--- config.mk ---
export PLATFORM = sky130hd
export DESIGN_NAME = cgs_scheduler
export DESIGN_NICKNAME = d
export VERILOG_FILES = /design/src/rtl/cgs_pkg.sv /design/src/rtl/cgs_seq_engine.sv /design/src/rtl/cgs_scheduler.sv
export VERILOG_INCLUDE_DIRS = /design/src /design/src/rtl
export SDC_FILE = /design/constraint.sdc
export NUM_CORES = 2
export LEC_CHECK = 0
export BUFFER_PORTS_ARGS = -buffer_cell sky130_fd_sc_hd__buf_2
export CORE_UTILIZATION = 59
export CTS_BUF_LIST = sky130_fd_sc_hd__clkbuf_4 sky130_fd_sc_hd__clkbuf_8
export DETAILED_ROUTE_END_ITERATION = 8
export GPL_ROUTABILITY_DRIVEN = 0
export PLACE_DENSITY = 0.78
export SYNTH_ARGS = -nofsm -noshare
export SYNTH_HDL_FRONTEND = slang
export SYNTH_SLANG_ARGS = --single-unit
--- constraint.sdc ---
create_clock -name mclk_i -period 8.5 [get_ports mclk_i]
set_input_delay 0 -clock mclk_i [delete_from_list [all_inputs] [get_ports mclk_i]]
set_output_delay 0 -clock mclk_i [all_outputs]
set_load 0.05 [all_outputs]
--- src/rtl/cgs_defines.svh ---
// Constant macros for the compressed gap scheduler
`ifndef CGS_DEFINES_SVH
`define CGS_DEFINES_SVH
// Number of gap pattern sequences
`define CGS_NUM_SEQ 6
`define CGS_SEL_W 3
// Slots per frame, last slot index, discontinuous slots allowed per frame
`define CGS_SLOTS 10'h00f
`define CGS_LAST_SLOT 4'he
`define CGS_MAX_DTX 4'h7
// Field widths
`define CGS_FRAME_W 8
`define CGS_POW_W 8
// Reset values
`define CGS_CM_ON_RST 1'b1
`define CGS_SEL_RST 3'h0
`define CGS_POW_RST 8'h00
// Pin synchroniser length
`define CGS_SYNC_LEN 3
`endif

--- src/rtl/cgs_pkg.sv ---
// Types and shared arithmetic for the compressed gap scheduler
`include "cgs_defines.svh"
package cgs_pkg;
  typedef enum logic [1:0] {CGS_IDLE, CGS_WAIT, CGS_RUN, CGS_DONE} cgs_state_t;

  typedef struct packed {
    logic [7:0] pattern_start_frame;
    logic [3:0] gap_start_slot;
    logic [3:0] first_gap_length;
    logic [3:0] second_gap_length;
    logic [5:0] gap_distance;
    logic [5:0] first_pattern_length;
    logic [5:0] second_pattern_length;
    logic [7:0] pattern_repeat_count;
    logic active;
  } cgs_cfg_t;

  // Slot position falls inside a gap
  function automatic logic cgs_hit(input logic [9:0] pos, input logic [9:0] lo,
                                   input logic [9:0] len);
    return (pos >= lo) && (pos < 10'(lo + len));
  endfunction : cgs_hit

  // Gap touches any slot of the frame starting at base
  function automatic logic cgs_cover(input logic [9:0] base, input logic [9:0] lo,
                                     input logic [9:0] len);
    return (len != 10'h000) && (lo < 10'(base + `CGS_SLOTS)) && (10'(lo + len) > base);
  endfunction : cgs_cover
endpackage : cgs_pkg

--- src/rtl/cgs_seq_engine.sv ---
// One gap pattern sequence engine
`include "cgs_defines.svh"
module cgs_seq_engine import cgs_pkg::*; (
  input wire logic mclk_i,
  input wire logic rstn_i,
  input wire logic run_i,
  input wire logic frame_end_i,
  input wire logic [7:0] conn_frame_i,
  input wire logic [3:0] slot_i,
  input wire logic [7:0] pattern_start_frame_i,
  input wire logic [3:0] gap_start_slot_i,
  input wire logic [3:0] first_gap_length_i,
  input wire logic [3:0] second_gap_length_i,
  input wire logic [5:0] gap_distance_i,
  input wire logic [5:0] first_pattern_length_i,
  input wire logic [5:0] second_pattern_length_i,
  input wire logic [7:0] pattern_repeat_count_i,
  input wire logic active_i,
  output logic comp_frame_o,
  output logic blank_o,
  output logic done_o
);
  cgs_state_t state;
  logic [5:0] fip;
  logic alt;
  logic [7:0] reps;
  logic framing;
  logic [5:0] cur_fip;
  logic [5:0] cur_pl;
  logic [9:0] base;
  logic [9:0] pos;
  logic [9:0] g1_lo;
  logic [9:0] g2_lo;
  logic last;
  logic finish;

  // Frame position inside the current pattern
  always_comb begin
    framing = run_i && active_i && (state == CGS_RUN ||
              (state == CGS_WAIT && conn_frame_i == pattern_start_frame_i));
    cur_fip = (state == CGS_RUN) ? fip : 6'h00;
    cur_pl = (alt && second_pattern_length_i != 6'h00) ? second_pattern_length_i
             : first_pattern_length_i;
    base = 10'(10'(cur_fip) * `CGS_SLOTS);
    pos = 10'(base + 10'(slot_i));
    g1_lo = 10'(gap_start_slot_i);
    g2_lo = 10'(10'(gap_start_slot_i) + 10'(gap_distance_i));
    last = 6'(cur_fip + 6'h01) >= cur_pl;
    finish = last && pattern_repeat_count_i != 8'h00 &&
             8'(reps + 8'h01) == pattern_repeat_count_i;
  end

  // Gaps may run past the frame end into the next frame
  assign comp_frame_o = framing && (cgs_cover(base, g1_lo, 10'(first_gap_length_i)) ||
                        cgs_cover(base, g2_lo, 10'(second_gap_length_i)));
  assign blank_o = framing && (cgs_hit(pos, g1_lo, 10'(first_gap_length_i)) ||
                   cgs_hit(pos, g2_lo, 10'(second_gap_length_i)));
  assign done_o = (state == CGS_DONE);

  // Sequence state
  always_ff @(posedge mclk_i or negedge rstn_i) begin
    if (!rstn_i) begin
      state <= CGS_IDLE;
    end else if (!run_i || !active_i) begin
      state <= CGS_IDLE;
    end else begin
      case (state)
        CGS_IDLE: state <= CGS_WAIT;
        CGS_WAIT, CGS_RUN: begin
          if (frame_end_i && framing) begin
            state <= finish ? CGS_DONE : CGS_RUN;
          end
        end
        CGS_DONE: state <= CGS_DONE;
        default: state <= CGS_IDLE;
      endcase
    end
  end

  // Pattern frame, alternation and repeat counters
  always_ff @(posedge mclk_i or negedge rstn_i) begin
    if (!rstn_i) begin
      fip <= 6'h00;
      alt <= 1'b0;
      reps <= 8'h00;
    end else if (!run_i || !active_i) begin
      fip <= 6'h00;
      alt <= 1'b0;
      reps <= 8'h00;
    end else if (frame_end_i && framing) begin
      if (last) begin
        fip <= 6'h00;
        alt <= (second_pattern_length_i != 6'h00) ? ~alt : 1'b0;
        reps <= 8'(reps + 8'h01);
      end else begin
        fip <= 6'(cur_fip + 6'h01);
      end
    end
  end
endmodule : cgs_seq_engine

--- src/rtl/cgs_scheduler.sv ---
// Compressed gap scheduler top: settings, triggers and merged output
// Summary of operation
// - Six gap pattern sequences run side by side, each with own settings.
// - Timing settings are stored per sequence; only power offset is shared.
// - One power offset applies to every compressed frame of all sequences.
// - Two sequences compressing one frame: cancel trigger, send normal frames.
// - Without collision, compressed frames of all sequences merge in one stream.
// - Connection frame index counts frames from zero.
// - A sequence starts its first compressed frame at its start frame.
// - Fifteen slots per frame, at most seven blanked slots per frame.
// - One gap may span two consecutive frames.
// - Start slot gives where the first gap begins; earlier slots carry data.
// - First gap length counts blanked slots from the start slot.
// - Second gap length counts blanked slots of the second gap.
// - Gap distance spaces first gap start to second gap start in slots.
// - First pattern length sets the pattern duration in frames.
// - Optional second pattern length alternates with the first pattern.
// - Only active sequences emit compressed frames and join overlap checks.
// - Compressed mode enable resets on, selector resets to first sequence.
// - Marker output pulses for each compressed frame when selected.
// - Compressed frames wait for an external or operator start trigger.
// - External stop, operator stop or apply ends compressed transmission.
// - Finite repeat count stops sequence when used up; trigger clears once every active sequence is done.
// - Applying a new configuration clears the armed start trigger.
`include "cgs_defines.svh"
module cgs_scheduler import cgs_pkg::*; (
  input wire logic mclk_i,
  input wire logic rstn_i,
  input wire logic slot_tick_i,
  input wire logic ext_start_i,
  input wire logic ext_stop_i,
  input wire logic op_start_i,
  input wire logic op_stop_i,
  input wire logic apply_i,
  input wire logic cm_on_we_i,
  input wire logic cm_on_i,
  input wire logic sel_we_i,
  input wire logic [2:0] gap_pattern_selector_i,
  input wire logic cfg_we_i,
  input wire logic [7:0] pattern_start_frame_i,
  input wire logic [3:0] gap_start_slot_i,
  input wire logic [3:0] first_gap_length_i,
  input wire logic [3:0] second_gap_length_i,
  input wire logic [5:0] gap_distance_i,
  input wire logic [5:0] first_pattern_length_i,
  input wire logic [5:0] second_pattern_length_i,
  input wire logic [7:0] pattern_repeat_count_i,
  input wire logic seq_active_i,
  input wire logic pow_we_i,
  input wire logic [7:0] compressed_power_offset_i,
  input wire logic compressed_frame_marker_select_i,
  output logic frame_compressed_o,
  output logic slot_blank_o,
  output logic marker_o,
  output logic [7:0] power_offset_o,
  output logic trig_active_o,
  output logic collision_o,
  output logic [7:0] connection_frame_index_o,
  output logic [3:0] slot_index_o,
  output logic [2:0] gap_pattern_selector_o,
  output logic cm_on_o,
  output logic [5:0] seq_done_o
);
  // Pending and running sets, one per sequence
  cgs_cfg_t shadow [`CGS_NUM_SEQ];
  cgs_cfg_t live [`CGS_NUM_SEQ];
  logic [7:0] compressed_power_offset;
  logic [`CGS_SYNC_LEN-1:0] sync_start;
  logic [`CGS_SYNC_LEN-1:0] sync_stop;
  logic lvl_start;
  logic lvl_stop;
  logic ext_start_pulse;
  logic ext_stop_pulse;
  logic frame_end;
  logic new_frame;
  logic [3:0] dtx_cnt;
  logic [5:0] comp_vec;
  logic [5:0] blank_vec;
  logic [5:0] done_vec;
  logic [5:0] act_vec;
  logic collide;
  logic all_done;
  logic start_any;
  logic clear_any;
  logic run;
  logic comp_any;
  logic blank_ok;

  // Pin synchronisers; a change counts once stages two and three agree
  always_ff @(posedge mclk_i or negedge rstn_i) begin
    if (!rstn_i) begin
      sync_start <= '0;
      sync_stop <= '0;
      lvl_start <= 1'b0;
      lvl_stop <= 1'b0;
    end else begin
      sync_start <= {sync_start[1:0], ext_start_i};
      sync_stop <= {sync_stop[1:0], ext_stop_i};
      if (sync_start[1] == sync_start[2]) begin
        lvl_start <= sync_start[2];
      end
      if (sync_stop[1] == sync_stop[2]) begin
        lvl_stop <= sync_stop[2];
      end
    end
  end

  // One-cycle pulse on a settled rising edge
  assign ext_start_pulse = sync_start[1] && sync_start[2] && !lvl_start;
  assign ext_stop_pulse = sync_stop[1] && sync_stop[2] && !lvl_stop;

  // Slot and connection frame counters
  assign frame_end = slot_tick_i && (slot_index_o == `CGS_LAST_SLOT);

  always_ff @(posedge mclk_i or negedge rstn_i) begin
    if (!rstn_i) begin
      slot_index_o <= 4'h0;
      connection_frame_index_o <= 8'h00;
      new_frame <= 1'b0;
    end else begin
      new_frame <= frame_end;
      if (frame_end) begin
        slot_index_o <= 4'h0;
        connection_frame_index_o <= 8'(connection_frame_index_o + 8'h01);
      end else if (slot_tick_i) begin
        slot_index_o <= 4'(slot_index_o + 4'h1);
      end
    end
  end

  // Operator settings: enable, selector and shared power offset
  always_ff @(posedge mclk_i or negedge rstn_i) begin
    if (!rstn_i) begin
      cm_on_o <= `CGS_CM_ON_RST;
      gap_pattern_selector_o <= `CGS_SEL_RST;
      compressed_power_offset <= `CGS_POW_RST;
    end else begin
      if (cm_on_we_i) begin
        cm_on_o <= cm_on_i;
      end
      if (sel_we_i && gap_pattern_selector_i < 3'(`CGS_NUM_SEQ)) begin
        gap_pattern_selector_o <= gap_pattern_selector_i;
      end
      if (pow_we_i) begin
        compressed_power_offset <= compressed_power_offset_i;
      end
    end
  end

  // Pending settings land only in the selected sequence
  always_ff @(posedge mclk_i or negedge rstn_i) begin
    if (!rstn_i) begin
      for (int i = 0; i < `CGS_NUM_SEQ; i++) begin
        shadow[i] <= '0;
      end
    end else if (cfg_we_i) begin
      shadow[gap_pattern_selector_o] <= {pattern_start_frame_i, gap_start_slot_i,
        first_gap_length_i, second_gap_length_i, gap_distance_i, first_pattern_length_i,
        second_pattern_length_i, pattern_repeat_count_i, seq_active_i};
    end
  end

  // Apply copies every pending set into the running sets
  always_ff @(posedge mclk_i or negedge rstn_i) begin
    if (!rstn_i) begin
      for (int i = 0; i < `CGS_NUM_SEQ; i++) begin
        live[i] <= '0;
      end
    end else if (apply_i) begin
      for (int i = 0; i < `CGS_NUM_SEQ; i++) begin
        live[i] <= shadow[i];
      end
    end
  end

  // Six sequence engines
  assign run = trig_active_o && cm_on_o;

  for (genvar g = 0; g < `CGS_NUM_SEQ; g++) begin : g_seq
    // Active flag of each running set
    assign act_vec[g] = live[g].active;
    cgs_seq_engine u_engine (
      .mclk_i(mclk_i),
      .rstn_i(rstn_i),
      .run_i(run),
      .frame_end_i(frame_end),
      .conn_frame_i(connection_frame_index_o),
      .slot_i(slot_index_o),
      .pattern_start_frame_i(live[g].pattern_start_frame),
      .gap_start_slot_i(live[g].gap_start_slot),
      .first_gap_length_i(live[g].first_gap_length),
      .second_gap_length_i(live[g].second_gap_length),
      .gap_distance_i(live[g].gap_distance),
      .first_pattern_length_i(live[g].first_pattern_length),
      .second_pattern_length_i(live[g].second_pattern_length),
      .pattern_repeat_count_i(live[g].pattern_repeat_count),
      .active_i(live[g].active),
      .comp_frame_o(comp_vec[g]),
      .blank_o(blank_vec[g]),
      .done_o(done_vec[g])
    );
  end

  // Collision, completion and merged stream
  always_comb begin
    collide = $countones(comp_vec & act_vec) > 1;
    all_done = (|act_vec) && (&(done_vec | ~act_vec));
    start_any = (op_start_i || ext_start_pulse) && cm_on_o;
    clear_any = op_stop_i || ext_stop_pulse || apply_i || collide || all_done || !cm_on_o;
    comp_any = run && !collide && (|comp_vec);
    blank_ok = run && !collide && (|blank_vec) && (dtx_cnt < `CGS_MAX_DTX);
  end

  // Start trigger; a start wins over a clear in the same cycle
  always_ff @(posedge mclk_i or negedge rstn_i) begin
    if (!rstn_i) begin
      trig_active_o <= 1'b0;
    end else if (start_any) begin
      trig_active_o <= 1'b1;
    end else if (clear_any) begin
      trig_active_o <= 1'b0;
    end
  end

  // Blanked slots counted per frame
  always_ff @(posedge mclk_i or negedge rstn_i) begin
    if (!rstn_i) begin
      dtx_cnt <= 4'h0;
    end else if (frame_end) begin
      dtx_cnt <= 4'h0;
    end else if (slot_tick_i && blank_ok) begin
      dtx_cnt <= 4'(dtx_cnt + 4'h1);
    end
  end

  // Registered outputs
  always_ff @(posedge mclk_i or negedge rstn_i) begin
    if (!rstn_i) begin
      frame_compressed_o <= 1'b0;
      slot_blank_o <= 1'b0;
      marker_o <= 1'b0;
      power_offset_o <= 8'h00;
      collision_o <= 1'b0;
      seq_done_o <= 6'h00;
    end else begin
      frame_compressed_o <= comp_any;
      slot_blank_o <= blank_ok;
      marker_o <= new_frame && comp_any && compressed_frame_marker_select_i;
      power_offset_o <= comp_any ? compressed_power_offset : 8'h00;
      collision_o <= collide;
      seq_done_o <= done_vec;
    end
  end
endmodule : cgs_scheduler

==> flow_summary_export.csv <==
group,metric,value,unit
floorplan,fp.dieH,282,µm
worst_setup_path,cp_max_fo,10,
sta,setup_violations,0,
worst_setup_path,crit_slowest_cell,"dlygate4sd3_1",
route,drt_iter0_drc,2469,
floorplan,dieArea,79500,µm²
power,power,17000,µW
cells_and_area,fin_area,51700,µm²
cts,cts_setup_buffers,0,
synthesis,synth_seq_area_share,39.1,%
cells_and_area,final_core_util,66.8,%
route,remaining_drc_errors,0,
floorplan,num_io_pins,107,
route,final_antenna_net_count,0,
placed_design,dpl-instance-area,48000,µm²
sta,clock_skew,35.8,ps
route,wirelength,119,mm
worst_setup_path,slowest_delay,540,ps
sta,hold_ws,135,ps
synthesis,synth.largest_area_cell,"dfrtp_1",
synthesis,synthCells,4229,
global_route,grt_pass1_vias,33500,
synthesis,synth.ff_latch_count,722,
sta,relSlewSlack,23.9,%
power,irDropWorstVdd,0.235,mV
synthesis,synth_top_area_share,39.0,%
synthesis,ys_warn_count,0,
synthesis,synth_area_leaders,"dfrtp_1, ha_1, mux2_2",
power,powerDensity,329,nW/µm²
worst_setup_path,critPathMostFrequentCell,"fa_1",
worst_setup_path,timing.critical_path.buf_inv,6,
floorplan,core_area,77500,µm²
cts,h-tree-depth,3,
synthesis,ys_async_sr_fraction,100,%
synthesis,avgSynthCellArea,10.9,µm²
global_route,grt_pass1_wl,187,mm
worst_setup_path,startpoint_type,"flip-flop",
cts,clkTransAtPathRegs,60,ps
global_route,grt_start_max_net_pins,182,
worst_setup_path,end_kind,"flip-flop",
cts,cts_tree,"done",
worst_setup_path,worstPathRequired,9190,ps
placed_design,portBuffers,106,
route,drt_pass1_iterations,6,
global_route,globalRouteTotalUtil,30.3,%
floorplan,start_util,59.7,%
sta,period_minus_slack,7960,ps
synthesis,syn_area,46200,µm²
sta,slew_violations,0,
synthesis,synth_edf_count,0,
power,leakagePower,0.0251,µW
cells_and_area,fillers,5730,
global_route,antenna_found_initial,6,
worst_setup_path,arrival,8650,ps
route,num_vias,33800,
sta,finalCritPeriodShare,93.7,%
worst_setup_path,critPathKind,"flip-flop to flip-flop",
cells_and_area,drive_above_1_share,20.8,%
route,viasPerCell,6.01,
synthesis,synth_ff_type,"dfrtp_1",
cts,root_buffer,"clkbuf_8",
sta,tightestPinTransition,1130,ps
cells_and_area,area_growth,11.9,%
cts,clock_tree.buffer_depth,3,
cts,clock_latency,770,ps
cts,cts_inserted_buffers,115,
synthesis,yosysUniqueCellTypes,95,
sta,max_freq,0.126,GHz
outcome,run_status,"finished, final reports clean",
worst_setup_path,cp_top_family,"adder cells",
route,avgRoutedWirePerCell,21.2,µm
cells_and_area,layout.nets,5166,
cts,cts.sinks,722,
floorplan,rows,102,
placed_design,dp_hpwl,84.8,mm
worst_hold_path,min-delay-path-class,"input port to flip-flop",
job,drv_cap,0,
floorplan,dieWidth,282,µm
global_route,gr-total-overflow,0,
sta,hold_violations,0,
==> cells in the mapped netlist, types with 6 or more instances <==
library cell  instances
dfrtp_1             721
mux2_2              552
ha_1                534
inv_1               325
nand2_1             221
o21ai_0             206
xnor2_1             189
nor2_1              166
a21oi_1             140
clkbuf_1            103
xor2_1              102
a21o_1               93
fa_1                 79
nand3_1              71
nand2b_1             70
nor2b_1              66
nor3_1               52
o21a_1               40
and3_1               37
nor4_1               37
mux2i_1              35
a22o_1               34
a211oi_1             30
nand4_1              28
a31oi_1              26
and2_1               21
o31ai_1              21
o211ai_1             14
o41ai_1              12
a2111oi_0            11
a22oi_1              11
nor3b_1              11
or3_1                10
a211o_1               8
a21boi_0              8
o2111ai_1             8
or2_2                 7
or4_1                 7
a31o_2                6
inv_2                 6
o21bai_1              6
==> worst min-delay path: stages <==
cell	delay [ps]
buf_2	100
nor2b_1	160
dlygate4sd3_1	560
nor2_1	40
==> report_power, final <==
part	switching, µW	total (µW)	leakage, µW	internal, µW
clock network	1450	3380	0.00141	1930
logic	4280	8130	0.0148	3850
registers	939	5520	0.00890	4580
total	6670	17000	0.0251	10400
==> registers in the layout, summed over array words and instances, names as in the netlist, 3 cells and up <==
| signal | flops |
|---|---|
| act_vec | 6 |
| dtx_cnt | 4 |
| connection_frame_index_o | 8 |
| g_seq.u_engine.reps | 48 |
| gap_pattern_selector_o | 3 |
| compressed_power_offset | 8 |
| seq_done_o | 6 |
| g_seq.u_engine.alt | 6 |
| sync_start | 3 |
| g_seq.u_engine.fip | 36 |
| sync_stop | 3 |
| g_seq.u_engine.state | 12 |
| live | 276 |
| shadow | 282 |
| slot_index_o | 4 |
| power_offset_o | 8 |
==> through the flow <==
step,cells,setup WS (ps),setup TNS (ps)
after global routing,5611,-5.67,-5.67
after floorplan,4239,1290,0
after global placement,5307,768,0
after CTS,5611,161,0
final,5615,537,0
after detailed placement,5307,453,0
==> logic make-up (layout without fill, tap and decap cells) <==
logic type | after synthesis | after routing | synth area share, %
compound gates | 735 | 735 | 10.5
xor+xnor | 293 | 293 | 5.58
fa+ha+maj | 613 | 613 | 17.9
buf+inv | 442 | 774 | 3.59
flops | 722 | 722 | 39.1
mux | 588 | 588 | 14.2
other cells | 2 | 16 | 0.0162
simple gates | 834 | 834 | 9.08
==> what timing repair did <==
| item | 4_1_cts | 5_1_grt |
|---|---|---|
| endpoints found under the setup margin | 0 | 15 |
| hold endpoints to repair | 503 | 0 |
| gates resized for setup | 0 | 12 |
| hold buffers | 97 | 0 |
==> routing by layer <==
layer  GRT usage, %  up-vias  part of all wire (%)
met2           47.1     1105                    45
met4           13.2        4                   4.6
met1           42.5    16900                    44
li1               -    15500                     -
met3           3.86      277                   5.8
met5              0        -                 0.022
==> placed cells by master (no fill, tap or decap), types with 40 or more instances in the layout <==
| cell type | count |
|---|---|
| a21oi_1 | 140 |
| fa_1 | 79 |
| xor2_1 | 102 |
| nand2_1 | 221 |
| nand3_1 | 71 |
| o21a_1 | 40 |
| dfrtp_1 | 721 |
| buf_2 | 104 |
| nor2b_1 | 66 |
| mux2_2 | 552 |
| nor2_1 | 165 |
| dlygate4sd3_1 | 96 |
| nand2b_1 | 70 |
| a21o_1 | 93 |
| clkbuf_8 | 147 |
| nor3_1 | 50 |
| xnor2_1 | 186 |
| inv_1 | 324 |
| o21ai_0 | 206 |
| ha_1 | 534 |
==> area by class of cell <==
type	count	area (µm²)	area share, %
clock inverter	25	377	0.728
multi-input combinational	3075	26600	51.5
timing repair buffer	233	1790	3.46
antenna	4	10.0	0.0194
tap	1040	1300	2.52
inverter	334	1260	2.43
sequential	722	18100	34.9
clock buffer	182	2290	4.42
==> path summary, 6_finish.rpt <==
kind | start | end | slack [ps] | cells after the start
worst max-delay path | g_seq[0].u_engine.state[0] | trig_active_o | 540 | 27
worst min-delay path | sel_we_i | gap_pattern_selector_o[2] | 140 | 4
worst max register to register | g_seq[0].u_engine.state[0] | trig_active_o | 540 | 27
worst min register to register | sync_stop[0] | sync_stop[1] | 370 | 0
max in group asynchronous | rstn_i | g_seq[4].u_engine.fip[4] | 6370 | 5
min in group asynchronous | rstn_i | live[251] | 530 | 4
No activity file was read; power rests on OpenSTA's default activity.
